`src/verilog/cpt_pkg.sv`:
```
// Purpose: Shared constants and types for the compare, PWM and phase counting timer.
// Assumes: Registers are 16 bits wide and addressed by a 4-bit word index.
// Notes: Field layouts are packed structs so both design files decode them alike.
package cpt_pkg;

  localparam int CPT_AW = 4;
  localparam int CPT_DW = 16;
  localparam int CPT_PRE_W = 5;

  // Register word indices.
  localparam logic [CPT_AW-1:0] OFS_MODE = 4'h0;
  localparam logic [CPT_AW-1:0] OFS_CTRL = 4'h1;
  localparam logic [CPT_AW-1:0] OFS_IO = 4'h2;
  localparam logic [CPT_AW-1:0] OFS_PHASE = 4'h3;
  localparam logic [CPT_AW-1:0] OFS_STAT = 4'h4;
  localparam logic [CPT_AW-1:0] OFS_CNT = 4'h5;
  localparam logic [CPT_AW-1:0] OFS_CMPA = 4'h6;
  localparam logic [CPT_AW-1:0] OFS_CMPB = 4'h7;
  localparam logic [CPT_AW-1:0] OFS_BUFA = 4'h8;
  localparam logic [CPT_AW-1:0] OFS_BUFB = 4'h9;

  // Count source codes.
  localparam logic [2:0] SRC_DIV1 = 3'h0;
  localparam logic [2:0] SRC_DIV2 = 3'h1;
  localparam logic [2:0] SRC_DIV4 = 3'h2;
  localparam logic [2:0] SRC_DIV8 = 3'h3;
  localparam logic [2:0] SRC_DIV32 = 3'h4;
  localparam logic [2:0] SRC_EXT_A = 3'h5;
  localparam logic [2:0] SRC_EXT_B = 3'h7;

  // Counter clear sources.
  localparam logic [1:0] CLR_FREE = 2'h0;
  localparam logic [1:0] CLR_A = 2'h1;
  localparam logic [1:0] CLR_B = 2'h2;

  // Output level at compare match.
  localparam logic [1:0] LVL_LOW = 2'h0;
  localparam logic [1:0] LVL_HIGH = 2'h1;
  localparam logic [1:0] LVL_TOG = 2'h2;

  // Active edge codes, shared by clock pins and capture inputs.
  localparam logic [1:0] EDGE_RISE = 2'h0;
  localparam logic [1:0] EDGE_FALL = 2'h1;

  localparam int IO_B_LSB = 8;
  localparam int PIN_W = 7;
  localparam logic [CPT_DW-1:0] CNT_MAX = 16'hffff;
  localparam logic [CPT_DW-1:0] CNT_RST = 16'h0000;
  localparam logic [CPT_DW-1:0] CMP_RST = 16'hffff;
  localparam logic [CPT_DW-1:0] RD_ZERO = 16'h0000;

  typedef struct packed {
    logic phase;
    logic pwm;
    logic run;
  } cpt_mode_s;

  typedef struct packed {
    logic [1:0] clr;
    logic [1:0] edge_sel;
    logic [2:0] src;
  } cpt_ctrl_s;

  typedef struct packed {
    logic buf_en;
    logic [1:0] cap_edge;
    logic cap_en;
    logic out_en;
    logic [1:0] level;
  } cpt_pin_s;

  typedef struct packed {
    logic udf;
    logic ovf;
    logic flag_b;
    logic flag_a;
  } cpt_evt_s;

  localparam cpt_mode_s MODE_RST = 3'h0;
  localparam cpt_ctrl_s CTRL_RST = 7'h00;
  localparam cpt_pin_s PIN_RST = 7'h00;
  localparam cpt_evt_s EVT_NONE = 4'h0;
  localparam logic [7:0] PHASE_RST = 8'h00;

endpackage

```
`src/verilog/cpt_tick_src.sv`:
```
// Purpose: Count source for the timer: prescaler, clock pins and phase decoder.
// Assumes: Clock pins are asynchronous to mclk_in and are slow next to it.
// Notes: Produces one-cycle up and down pulses; run gating is left to the caller.
`timescale 1ns/1ps
module cpt_tick_src
  import cpt_pkg::*;
(
  // Clock and reset.
  input wire logic mclk_in,
  input wire logic rst_b_in,
  // Configuration.
  input wire cpt_ctrl_s ctrl_in,
  input wire logic phase_in,
  input wire logic [7:0] cnten_in,
  // Pins.
  input wire logic pin_a_in,
  input wire logic pin_b_in,
  // Count pulses.
  output logic up_out,
  output logic dn_out
);

  logic [CPT_PRE_W-1:0] pre;
  logic [CPT_PRE_W-1:0] next_pre;
  logic [1:0] sync1;
  logic [1:0] sync2;
  logic [1:0] dly;
  logic div_tick;
  logic a_rise;
  logic a_fall;
  logic b_rise;
  logic b_fall;
  logic [7:0] cond;

  function automatic logic edge_hit(input logic now, input logic old, input logic [1:0] sel);
    logic r;
    logic f;
    r = now & ~old;
    f = ~now & old;
    case (sel)
      EDGE_RISE: edge_hit = r;
      EDGE_FALL: edge_hit = f;
      default: edge_hit = r | f;
    endcase
  endfunction

  always_comb begin
    next_pre = pre + 1'b1;
    a_rise = sync2[0] & ~dly[0];
    a_fall = ~sync2[0] & dly[0];
    b_rise = sync2[1] & ~dly[1];
    b_fall = ~sync2[1] & dly[1];
    case (ctrl_in.src)
      SRC_DIV1: div_tick = 1'b1;
      SRC_DIV2: div_tick = &pre[0:0];
      SRC_DIV4: div_tick = &pre[1:0];
      SRC_DIV8: div_tick = &pre[2:0];
      SRC_DIV32: div_tick = &pre[4:0];
      SRC_EXT_A: div_tick = edge_hit(sync2[0], dly[0], ctrl_in.edge_sel);
      SRC_EXT_B: div_tick = edge_hit(sync2[1], dly[1], ctrl_in.edge_sel);
      default: div_tick = 1'b0;
    endcase
    // Conditions 0 to 3 are A-leads-B steps, 4 to 7 are B-leads-A steps.
    cond = {b_fall & sync2[0], b_rise & ~sync2[0], a_fall & ~sync2[1], a_rise & sync2[1],
            b_fall & ~sync2[0], b_rise & sync2[0], a_fall & sync2[1], a_rise & ~sync2[1]};
    if (phase_in) begin
      up_out = |(cond[3:0] & cnten_in[3:0]);
      dn_out = |(cond[7:4] & cnten_in[7:4]);
    end else begin
      up_out = div_tick;
      dn_out = 1'b0;
    end
  end

  always_ff @(posedge mclk_in or negedge rst_b_in) begin
    if (!rst_b_in) begin
      pre <= '0;
      sync1 <= 2'h0;
      sync2 <= 2'h0;
      dly <= 2'h0;
    end else begin
      pre <= next_pre;
      sync1 <= {pin_b_in, pin_a_in};
      sync2 <= sync1;
      dly <= sync2;
    end
  end

endmodule

```
`src/verilog/cpt_timer.sv`:
```
// Purpose: 16-bit compare, PWM and two-phase counting timer with register port.
// Assumes: Single clock; pins are synchronised inside; software sees a plain port.
// Notes: Reads answer one cycle after the read strobe; writes take effect at once.
//
// The implementer's own choices: the strobed register port and the register offsets.
`timescale 1ns/1ps
module cpt_timer
  import cpt_pkg::*;
(
  // Clock and reset.
  input wire logic mclk_in,
  input wire logic rst_b_in,
  // Register port.
  input wire logic [CPT_AW-1:0] reg_addr_in,
  input wire logic [CPT_DW-1:0] reg_wdata_in,
  input wire logic reg_wr_in,
  input wire logic reg_rd_in,
  output logic [CPT_DW-1:0] reg_rdata_out,
  // External clock and phase pins.
  input wire logic clk_pin_a_in,
  input wire logic clk_pin_b_in,
  // Waveform pins, two-way.
  input wire logic wave_a_in,
  output logic wave_a_out,
  output logic wave_a_oe_out,
  input wire logic wave_b_in,
  output logic wave_b_out,
  output logic wave_b_oe_out,
  // Interrupt request pulses.
  output cpt_evt_s irq_out
);

  cpt_mode_s mode;
  cpt_mode_s next_mode;
  cpt_ctrl_s ctrl;
  cpt_ctrl_s next_ctrl;
  cpt_pin_s pin_a;
  cpt_pin_s next_pin_a;
  cpt_pin_s pin_b;
  cpt_pin_s next_pin_b;
  logic [7:0] cnten;
  logic [7:0] next_cnten;
  cpt_evt_s stat;
  cpt_evt_s next_stat;
  cpt_evt_s evt;
  logic dir;
  logic next_dir;
  logic [CPT_DW-1:0] cnt;
  logic [CPT_DW-1:0] next_cnt;
  logic [CPT_DW-1:0] cmp_a;
  logic [CPT_DW-1:0] next_cmp_a;
  logic [CPT_DW-1:0] cmp_b;
  logic [CPT_DW-1:0] next_cmp_b;
  logic [CPT_DW-1:0] buf_a;
  logic [CPT_DW-1:0] next_buf_a;
  logic [CPT_DW-1:0] buf_b;
  logic [CPT_DW-1:0] next_buf_b;
  logic [CPT_DW-1:0] next_rdata;
  logic next_wave_a;
  logic next_wave_b;
  cpt_evt_s next_irq;
  logic [1:0] wsync1;
  logic [1:0] wsync2;
  logic [1:0] wdly;
  logic src_up;
  logic src_dn;
  logic up;
  logic dn;
  logic step;
  logic hit_a;
  logic hit_b;
  logic cap_a;
  logic cap_b;
  logic clr_hit;
  logic pwm_only;

  function automatic logic wr_at(input logic [CPT_AW-1:0] ofs);
    wr_at = reg_wr_in && (reg_addr_in == ofs);
  endfunction

  function automatic logic cap_hit(input logic now, input logic old, input logic [1:0] sel);
    case (sel)
      EDGE_RISE: cap_hit = now & ~old;
      EDGE_FALL: cap_hit = ~now & old;
      default: cap_hit = now ^ old;
    endcase
  endfunction

  function automatic logic out_level(input logic cur, input logic [1:0] lvl);
    case (lvl)
      LVL_LOW: out_level = 1'b0;
      LVL_HIGH: out_level = 1'b1;
      LVL_TOG: out_level = ~cur;
      default: out_level = cur;
    endcase
  endfunction

  cpt_tick_src u_src (
    .mclk_in(mclk_in),
    .rst_b_in(rst_b_in),
    .ctrl_in(ctrl),
    .phase_in(mode.phase),
    .cnten_in(cnten),
    .pin_a_in(clk_pin_a_in),
    .pin_b_in(clk_pin_b_in),
    .up_out(src_up),
    .dn_out(src_dn)
  );

  // Configuration and register writes.
  always_comb begin
    next_mode = mode;
    next_ctrl = ctrl;
    next_pin_a = pin_a;
    next_pin_b = pin_b;
    next_cnten = cnten;
    next_buf_a = buf_a;
    next_buf_b = buf_b;
    if (wr_at(OFS_MODE)) begin
      next_mode = reg_wdata_in[$bits(cpt_mode_s)-1:0];
    end
    if (wr_at(OFS_CTRL)) begin
      next_ctrl = reg_wdata_in[$bits(cpt_ctrl_s)-1:0];
    end
    if (wr_at(OFS_IO)) begin
      next_pin_a = reg_wdata_in[PIN_W-1:0];
      next_pin_b = reg_wdata_in[IO_B_LSB+PIN_W-1:IO_B_LSB];
    end
    if (wr_at(OFS_PHASE)) begin
      next_cnten = reg_wdata_in[7:0];
    end
    if (wr_at(OFS_BUFA)) begin
      next_buf_a = reg_wdata_in;
    end
    if (wr_at(OFS_BUFB)) begin
      next_buf_b = reg_wdata_in;
    end
  end

  always_ff @(posedge mclk_in or negedge rst_b_in) begin
    if (!rst_b_in) begin
      mode <= MODE_RST;
      ctrl <= CTRL_RST;
      pin_a <= PIN_RST;
      pin_b <= PIN_RST;
      cnten <= PHASE_RST;
      buf_a <= CMP_RST;
      buf_b <= CMP_RST;
    end else begin
      mode <= next_mode;
      ctrl <= next_ctrl;
      pin_a <= next_pin_a;
      pin_b <= next_pin_b;
      cnten <= next_cnten;
      buf_a <= next_buf_a;
      buf_b <= next_buf_b;
    end
  end

  // Counter, compare, capture and waveform logic.
  always_comb begin
    pwm_only = mode.pwm & ~mode.phase;
    up = src_up & mode.run;
    // Down counts only come from the phase decoder, so other modes only increment.
    dn = src_dn & mode.run & mode.phase;
    step = up ^ dn;
    hit_a = step && (cnt == cmp_a) && !pin_a.cap_en;
    hit_b = step && (cnt == cmp_b) && !pin_b.cap_en;
    cap_a = pin_a.cap_en && cap_hit(wsync2[0], wdly[0], pin_a.cap_edge);
    cap_b = pin_b.cap_en && cap_hit(wsync2[1], wdly[1], pin_b.cap_edge);
    clr_hit = ((ctrl.clr == CLR_A) && hit_a) || ((ctrl.clr == CLR_B) && hit_b);
    evt = EVT_NONE;
    next_cnt = cnt;
    next_dir = dir;
    if (wr_at(OFS_CNT)) begin
      next_cnt = reg_wdata_in;
    end else if (clr_hit) begin
      next_cnt = CNT_RST;
    end else if (step && up) begin
      next_cnt = cnt + 1'b1;
      next_dir = 1'b1;
      evt.ovf = (cnt == CNT_MAX);
    end else if (step && dn) begin
      next_cnt = cnt - 1'b1;
      next_dir = 1'b0;
      evt.udf = (cnt == CNT_RST);
    end
    evt.flag_a = hit_a | cap_a;
    evt.flag_b = hit_b | cap_b;
    // Hardware loads win over a software write in the same cycle.
    next_cmp_a = cmp_a;
    next_cmp_b = cmp_b;
    if (wr_at(OFS_CMPA)) begin
      next_cmp_a = reg_wdata_in;
    end
    if (wr_at(OFS_CMPB)) begin
      next_cmp_b = reg_wdata_in;
    end
    if (cap_a) begin
      next_cmp_a = cnt;
    end else if (hit_a && pin_a.buf_en) begin
      next_cmp_a = buf_a;
    end
    if (cap_b) begin
      next_cmp_b = cnt;
    end else if (hit_b && pin_b.buf_en) begin
      next_cmp_b = buf_b;
    end
    // A flag set by an event in the clearing cycle survives the clear.
    next_stat = stat;
    if (wr_at(OFS_STAT)) begin
      next_stat = stat & ~reg_wdata_in[$bits(cpt_evt_s)-1:0];
    end
    next_stat = next_stat | evt;
    next_irq = evt;
    next_wave_a = wave_a_out;
    if (mode.pwm) begin
      // A equal to B gives a 0% duty: the low edge wins.
      if (hit_b) begin
        next_wave_a = 1'b0;
      end else if (hit_a) begin
        next_wave_a = 1'b1;
      end
    end else if (pin_a.out_en && hit_a) begin
      next_wave_a = out_level(wave_a_out, pin_a.level);
    end
    next_wave_b = wave_b_out;
    if (!pwm_only && pin_b.out_en && hit_b) begin
      next_wave_b = out_level(wave_b_out, pin_b.level);
    end
  end

  always_ff @(posedge mclk_in or negedge rst_b_in) begin
    if (!rst_b_in) begin
      cnt <= CNT_RST;
      dir <= 1'b0;
      cmp_a <= CMP_RST;
      cmp_b <= CMP_RST;
      stat <= EVT_NONE;
      irq_out <= EVT_NONE;
      wave_a_out <= 1'b0;
      wave_b_out <= 1'b0;
    end else begin
      cnt <= next_cnt;
      dir <= next_dir;
      cmp_a <= next_cmp_a;
      cmp_b <= next_cmp_b;
      stat <= next_stat;
      irq_out <= next_irq;
      wave_a_out <= next_wave_a;
      wave_b_out <= next_wave_b;
    end
  end

  // Pin drive enables; an undriven pin is left to the port logic.
  always_comb begin
    wave_a_oe_out = mode.pwm | (pin_a.out_en & ~pin_a.cap_en);
    wave_b_oe_out = ~pwm_only & pin_b.out_en & ~pin_b.cap_en;
  end

  // Waveform pin inputs for capture, two stages before any use.
  always_ff @(posedge mclk_in or negedge rst_b_in) begin
    if (!rst_b_in) begin
      wsync1 <= 2'h0;
      wsync2 <= 2'h0;
      wdly <= 2'h0;
    end else begin
      wsync1 <= {wave_b_in, wave_a_in};
      wsync2 <= wsync1;
      wdly <= wsync2;
    end
  end

  // Read port.
  always_comb begin
    next_rdata = RD_ZERO;
    if (reg_rd_in) begin
      case (reg_addr_in)
        OFS_MODE: next_rdata = {{(CPT_DW-$bits(cpt_mode_s)){1'b0}}, mode};
        OFS_CTRL: next_rdata = {{(CPT_DW-$bits(cpt_ctrl_s)){1'b0}}, ctrl};
        OFS_IO: next_rdata = {1'b0, pin_b, 1'b0, pin_a};
        OFS_PHASE: next_rdata = {8'h00, cnten};
        OFS_STAT: next_rdata = {{(CPT_DW-$bits(cpt_evt_s)-1){1'b0}}, dir, stat};
        OFS_CNT: next_rdata = cnt;
        OFS_CMPA: next_rdata = cmp_a;
        OFS_CMPB: next_rdata = cmp_b;
        OFS_BUFA: next_rdata = buf_a;
        OFS_BUFB: next_rdata = buf_b;
        default: next_rdata = RD_ZERO;
      endcase
    end
  end

  always_ff @(posedge mclk_in or negedge rst_b_in) begin
    if (!rst_b_in) begin
      reg_rdata_out <= RD_ZERO;
    end else begin
      reg_rdata_out <= next_rdata;
    end
  end

endmodule

```
`config.mk`:
```
export PLATFORM = sky130hd
export DESIGN_NAME = cpt_timer
export DESIGN_NICKNAME = d
export VERILOG_FILES = /design/src/verilog/cpt_pkg.sv /design/src/verilog/cpt_tick_src.sv /design/src/verilog/cpt_timer.sv
export SDC_FILE = /design/constraint.sdc
export NUM_CORES = 1
export LEC_CHECK = 0
export BUFFER_PORTS_ARGS = -buffer_cell sky130_fd_sc_hd__buf_2
export CORE_MARGIN = 2
export CORE_UTILIZATION = 65
export CTS_CLUSTER_SIZE = 16
export DETAILED_ROUTE_END_ITERATION = 6
export GPL_ROUTABILITY_DRIVEN = 1
export PLACE_DENSITY = 0.88
export SYNTH_ARGS = -nofsm -noshare
export SYNTH_HDL_FRONTEND = slang
export SYNTH_SLANG_ARGS = --single-unit
export TNS_END_PERCENT = 30
```
`constraint.sdc`:
```
create_clock -name mclk_in -period 6.3 [get_ports mclk_in]
set_clock_uncertainty 0.2 [all_clocks]
set_input_delay 0 -clock mclk_in [delete_from_list [all_inputs] [get_ports mclk_in]]
set_output_delay 0 -clock mclk_in [all_outputs]
set_load 0.03 [all_outputs]
```
Word level (Yosys, flattened, before mapping)
Index checks and enable logic that the tools add are counted.

Add/subtract/negate cells: 3. Eq/ne operators: 28. Multiplexer cells: 33. Bitwise gates (word level): 52. Reduce and logical (&&, ||, !) cells: 52.

Operators with widths (count): $mux 16 (11); $pmux 16 s10 (1); $eq 16x16->1 (2); $logic_and 1x1->1 (25); $and 1x1->1 (23); $add 16x1->16 const B (1); $eq 16x16->1 const B (1); $eq 4x3->1 const B (4); $logic_not 16->1 (1); $not 1->1 (16); $sub 16x1->16 const B (1); $and 4x4->4 (3); $eq 2x1->1 const B (6); $mux 1 (11); $logic_not 2->1 (5); $eq 3x3->1 const B (3); $reduce_and 3->1 (3); $reduce_bool 3->1 (3); $eq 4x2->1 const B (2); $eq 4x4->1 const B (2); $pmux 1 s2 (4); $reduce_bool 4->1 (2); $reduce_or 4->1 (2); $pmux 1 s7 (1); other kinds (20) (35).

Register bits: 156. Output and inout port bits: 24. Word-level logic and storage cells: 209.

Longest topological paths before layout
Word-level depth: 16. Depth in mapped cells: 19.

Modules after synthesis
From an unflattened synthesis, not the netlist that was laid out.

Cell total of the unflattened synthesis: 799. Area total of the unflattened synthesis: 8538.2 um2.

Modules (own cells, without submodules): cpt_timer (instances 1, cells an instance 744, area an instance 7940.1 um2, seq. area each 3708.6 um2); cpt_tick_src (instances 1, cells an instance 55, area an instance 598.1 um2, seq. area each 275.3 um2).

Worst setup path after synthesis
OpenSTA, ideal clock, no wires.

Path type: flip-flop to flip-flop. Start point: reg u_src.sync2[1]. End point: reg cnt[14]. Setup time: 124 ps. Data arrival time: 3756 ps. Data required time: 5976 ps. Path slack: 2220 ps. Cell stages (with the launch flop): 18. Buffers on the path: 0. Period minus slack after synthesis: 4080 ps. Cells stage by stage: dfrtp_1 > inv_1 > ha_1 > mux4_2 > mux2i_1 > o221ai_1 > o311ai_0 > inv_1 > ha_1 > inv_1 > ha_1 > a21o_1 > a21o_1 > a2111oi_0 > o21ai_0 > xor2_1 > o21ai_0 > a2bb2oi_1.

Word-level cells in the longest chain between the ends: 15.

RTL lines: start: declaration (RTL line cpt_tick_src.sv:26) `logic [1:0] sync2;`; start signal: assignment (RTL line cpt_tick_src.sv:84) `sync2 <= sync1;`; branches (longest 15 deep; another with $pmux 1 s7); end signal: assignment (RTL line cpt_timer.sv:244) `cnt <= next_cnt;`; end: declaration (RTL line cpt_timer.sv:48) `logic [CPT_DW-1:0] cnt;`.

Parallel ways; which one is timed is not known. A chain may end at the register's enable or synchronous reset.

Worst setup path after layout
Start point: reg u_src.sync2[0]. End point: reg cnt[12].

Word-level cells in the longest chain between the ends: 15.

RTL lines: branches (longest 15 deep; another with $pmux 1 s7).

Parallel ways; which one is timed is not known.

==> summary.md <==
| Metric | Value |
|---|---|
| Async SR Flop Fraction | `1.00` |
| Maximum fanout along the worst path | `18` |
| Number of flops mapped to enable cells by yosys | `0` |
| Delay-heaviest family, CP | `compound AO/OA/AOI/OAI gates` |
| Via-per-instance ratio | `7.13` |
| Dominant cells by area after synthesis | `sky130_fd_sc_hd__dfrtp_1 (27%), sky130_fd_sc_hd__dfstp_2 (20%), sky130_fd_sc_hd__mux2_2 (8.9%)` |
| Clock tree from TritonCTS | `built` |
| Antenna violations before repair | `0` |
| Worst path max stage delay | `0.62 ns` |
| Maximum clock rate | `0.200 GHz` |
| Number of nets in the layout | `915` |
| Fraction of the mapped netlist area in compound gates | `0.189` |
| Library cell contributing the largest single delay on the critical path | `sky130_fd_sc_hd__a2111oi_0` |
| Number of buffer and inverter stages on the critical path | `3` |
| Number of cells produced by synthesis | `798` |
| Layout-stage area growth over the synthesis result | `14.0%` |
| Diode insertion count for antenna repair | `0` |
| Die height | `119 microns` |
| Final Hold Vio Count | `30` |
| Critical Path Source | `u_src.sync2[0]` |
| Leak | `4.20 nW` |
| Floorplan core area | `0.0127 sq mm` |
| Max-Cap Viols | `0` |
| Worst-case vdd ir drop | `271 uV` |
| Die Wd | `119 microns` |
| I/O pin cnt | `52` |
| Seq/Total Area, Yosys | `0.465` |
| Sequential cell area in the final layout | `0.00398 sq mm` |
| Global-route wire length before repair | `40900 microns` |
| Parity-gate share of the synthesized area counting xor and xnor cells | `0.0460` |
| Largest family of logic cells by synthesized area | `compound AO/OA/AOI/OAI gates` |
| Post-Syn Area | `0.00856 sq mm` |
| Cell chosen for the clock root | `sky130_fd_sc_hd__clkbuf_16` |
| Via count of the first global-routing pass | `7577` |
| Series of cell instances along the critical path | `inv_1 -> ha_1 -> mux4_2 -> mux2i_1 -> o221ai_1 -> o311ai_0 -> inv_1 -> ha_1 -> inv_1 -> ha_1 -> a21o_1 -> a21o_1 -> a2111oi_0 -> o21ai_0 -> xnor2_1 -> o21ai_0 -> a2bb2oi_1` |
| Unrepaired setup endpoints after global routing | `no` |
| Routability cong. | `0.982` |
| Cell taking the most area after synthesis | `sky130_fd_sc_hd__dfrtp_1` |
| Outcome | `finished with violations` |
| Critical path data arrival time | `5.12 ns` |
| Type of element launching the critical path | `flop` |
| Mean instance size in the synthesized netlist | `10.7 sq um` |
| Distinct cells, synth | `62` |
| Resize count post-CTS | `0` |
| DIE AREA | `0.0141 sq mm` |
| Leftover overflow at the end of global routing | `0` |
| Area of combinational cells with multiple inputs | `0.00420 sq mm` |
| Portion of synthesized cell area occupied by the leading cell type | `0.269` |
| Post-detailed-route wirelength per cell | `24.9 microns` |
| Tcrit/Tclk final | `0.794` |
| Post-synthesis share of cell area spent on full adders, half adders and majority gates | `0.0535` |
| HP Class | `in2async` |
| Number of endpoints failing setup at the final stage | `0` |
| Clock transition at path regs | `0.06 ns` |
| Required arrival time at the worst endpoint | `6.42 ns` |
| Tightest hold margin | `-0.0116 ns` |
| Insertion delay of the later-clocked pin in the worst-skew pair | `0.44 ns` |
| Number of clock sinks | `156` |
| Total CTS buffers | `17` |
| Synthesis Warnings | `0` |
| Power consumption | `4.29 mW` |
| Floorplan row count | `41` |
| Routed Antenna Nets | `0` |
| Maximum number of buffers from clock root to sink | `2` |
| Vias after detailed routing | `7390` |
| Multiplexer fraction of the synthesized cell area | `0.0944` |
| Sum Neg Setup Slack | `0 ns` |
| Worst-Margin Slew | `1.40 ns` |
| Synthesized net count | `862` |
| Origin of the critical flop-to-flop path | `u_src.sync2[0]` |
| Ratio of cells with drive above 1 in the final layout | `0.277` |
| Slew Limit Fails | `0` |
| Power per cell area | `440 mW/mm^2` |
| Most common cell after layout, fill and taps aside | `sky130_fd_sc_hd__dfrtp_1` |
| Number of register bits inferred by synthesis | `156` |
| Failing checks | `design-rule violations, negative hold slack` |
| Pre-Repair DR Iteration Count | `7` |
| Fill cell count | `821` |
| Total routing resource utilization after global routing | `0.380` |
| Type of the setup path with the least slack | `reg2reg` |
| Post-Synth Simple-Gate Area | `0.104` |
| Detailed placement HPWL | `16500 microns` |
| Commonest cells after routing, fill and taps aside | `sky130_fd_sc_hd__dfrtp_1 (92), sky130_fd_sc_hd__nand2_1 (82), sky130_fd_sc_hd__mux2_2 (68)` |
| Most common flop cell mapped by yosys | `sky130_fd_sc_hd__dfrtp_1` |
| # port buffers | `51` |
| Initial core utilization | `0.673` |
| Largest net degree at the start of global routing | `85` |
| Maximum level of the CTS H-tree | `4` |
| Sort of element at the end of the critical path | `flop` |
| Detailed Route Iter0 Violations | `968` |
| Time the worst path needs with I/O delays and setup | `5.00 ns` |
| Worst slew slack as a fraction of its limit | `0.0674` |
| Detailed-route wire length | `25800 microns` |
| Total DRC errors in the routed layout | `11` |
-- layout make-up --
cell class                 instances  share of cell area
multi-input combinational        547               0.430
sequential                       156               0.408
timing repair buffer              91              0.0653
clock buffer                      19              0.0454
tap                              172              0.0221
inverter                          38              0.0146
clock inverter                    13              0.0145
-- registers in the layout, summed over array words and instances, names as in the netlist, 2 cells and up --
name,count
buf_a,16
buf_b,16
cmp_a,16
cmp_b,16
cnt,16
cnten,8
ctrl,7
irq_out,4
mode,3
pin_a,7
pin_b,7
reg_rdata_out,16
stat,4
u_src.dly,2
u_src.pre,5
u_src.sync1,2
u_src.sync2,2
wdly,2
wsync1,2
wsync2,2
-- metal layers --
layer  vias up  share of wire  track usage
li1       3091              -            -
met1      3623           0.38        0.492
met2       544           0.46        0.574
met3       132           0.12        0.116
met4         0          0.046        0.200
met5         -              0            0
-- metrics by stage --
step	utilization	setup WS, ns	instances	area [sq um]
final	0.767	1.30	1036	9760
after global routing	0.767	0.998	1036	9760
after CTS	0.767	1.37	1036	9760
after detailed placement	0.697	1.41	974	8870
after global placement	0.697	1.56	974	8870
after floorplan	-	2.22	798	8560
-- power by group --
| group | switching, mW | internal, mW | total, mW | leakage, nW |
|---|---|---|---|---|
| clock | 0.431 | 0.595 | 1.03 | 0.280 |
| combinational | 0.790 | 0.660 | 1.45 | 2.11 |
| sequential | 0.438 | 1.38 | 1.81 | 1.81 |
-- synth_stat cells (all sizes together), types with 4 or more instances --
| cell | instances |
|---|---|
| a221oi | 4 |
| buf | 34 |
| a2bb2oi | 14 |
| a32o | 16 |
| a221o | 16 |
| xnor2 | 7 |
| and3 | 6 |
| nand3 | 23 |
| nand2 | 82 |
| dfstp | 64 |
| nand4 | 8 |
| mux2 | 68 |
| ha | 35 |
| nand2b | 5 |
| o21ai | 32 |
| clkbuf | 23 |
| a31oi | 11 |
| o211ai | 5 |
| xor2 | 38 |
| a222oi | 23 |
| a22oi | 25 |
| or3 | 4 |
| dfrtp | 92 |
| nor4 | 14 |
| nor2 | 15 |
| a22o | 5 |
| nor3 | 14 |
| inv | 38 |
| a21oi | 29 |
| a21o | 6 |
-- logic make-up after synthesis --
kind of cell    Yosys count
compound gates          212
simple gates            183
flops                   156
buf+inv                  95
mux                      71
xor+xnor                 45
fa+ha+maj                36
-- worst paths after layout --
kind | depth (start not counted) | end | slack, ns
min | 2 | u_src.pre[4] | -0.01
max reg2reg | 17 | cnt[12] | 1.30
max | 17 | cnt[12] | 1.30
max in group asynchronous | 3 | reg_rdata_out[12] | 4.47
min reg2reg | 0 | u_src.sync2[1] | 0.15
min in group mclk_in | 2 | wsync1[1] | 0
-- worst reg2reg max path: stages (launching register included) --
cell	delay (ns)
sky130_fd_sc_hd__dfrtp_1	0.45
sky130_fd_sc_hd__inv_1	0.09
sky130_fd_sc_hd__ha_1	0.22
sky130_fd_sc_hd__mux4_2	0.46
sky130_fd_sc_hd__mux2i_1	0.14
sky130_fd_sc_hd__o221ai_1	0.13
sky130_fd_sc_hd__o311ai_0	0.24
sky130_fd_sc_hd__inv_1	0.11
sky130_fd_sc_hd__ha_1	0.30
sky130_fd_sc_hd__inv_1	0.51
sky130_fd_sc_hd__ha_1	0.37
sky130_fd_sc_hd__a21o_1	0.19
sky130_fd_sc_hd__a21o_1	0.19
sky130_fd_sc_hd__a2111oi_0	0.62
sky130_fd_sc_hd__o21ai_0	0.24
sky130_fd_sc_hd__xnor2_1	0.16
sky130_fd_sc_hd__o21ai_0	0.17
sky130_fd_sc_hd__a2bb2oi_1	0.09
-- repair_timing --
item | 4_1_cts | 5_1_grt
buffers inserted | 0 | 0
hold buffers | 30 | 0
hold endpoints to repair | 207 | 0
(Power assumes the default switching activity.)
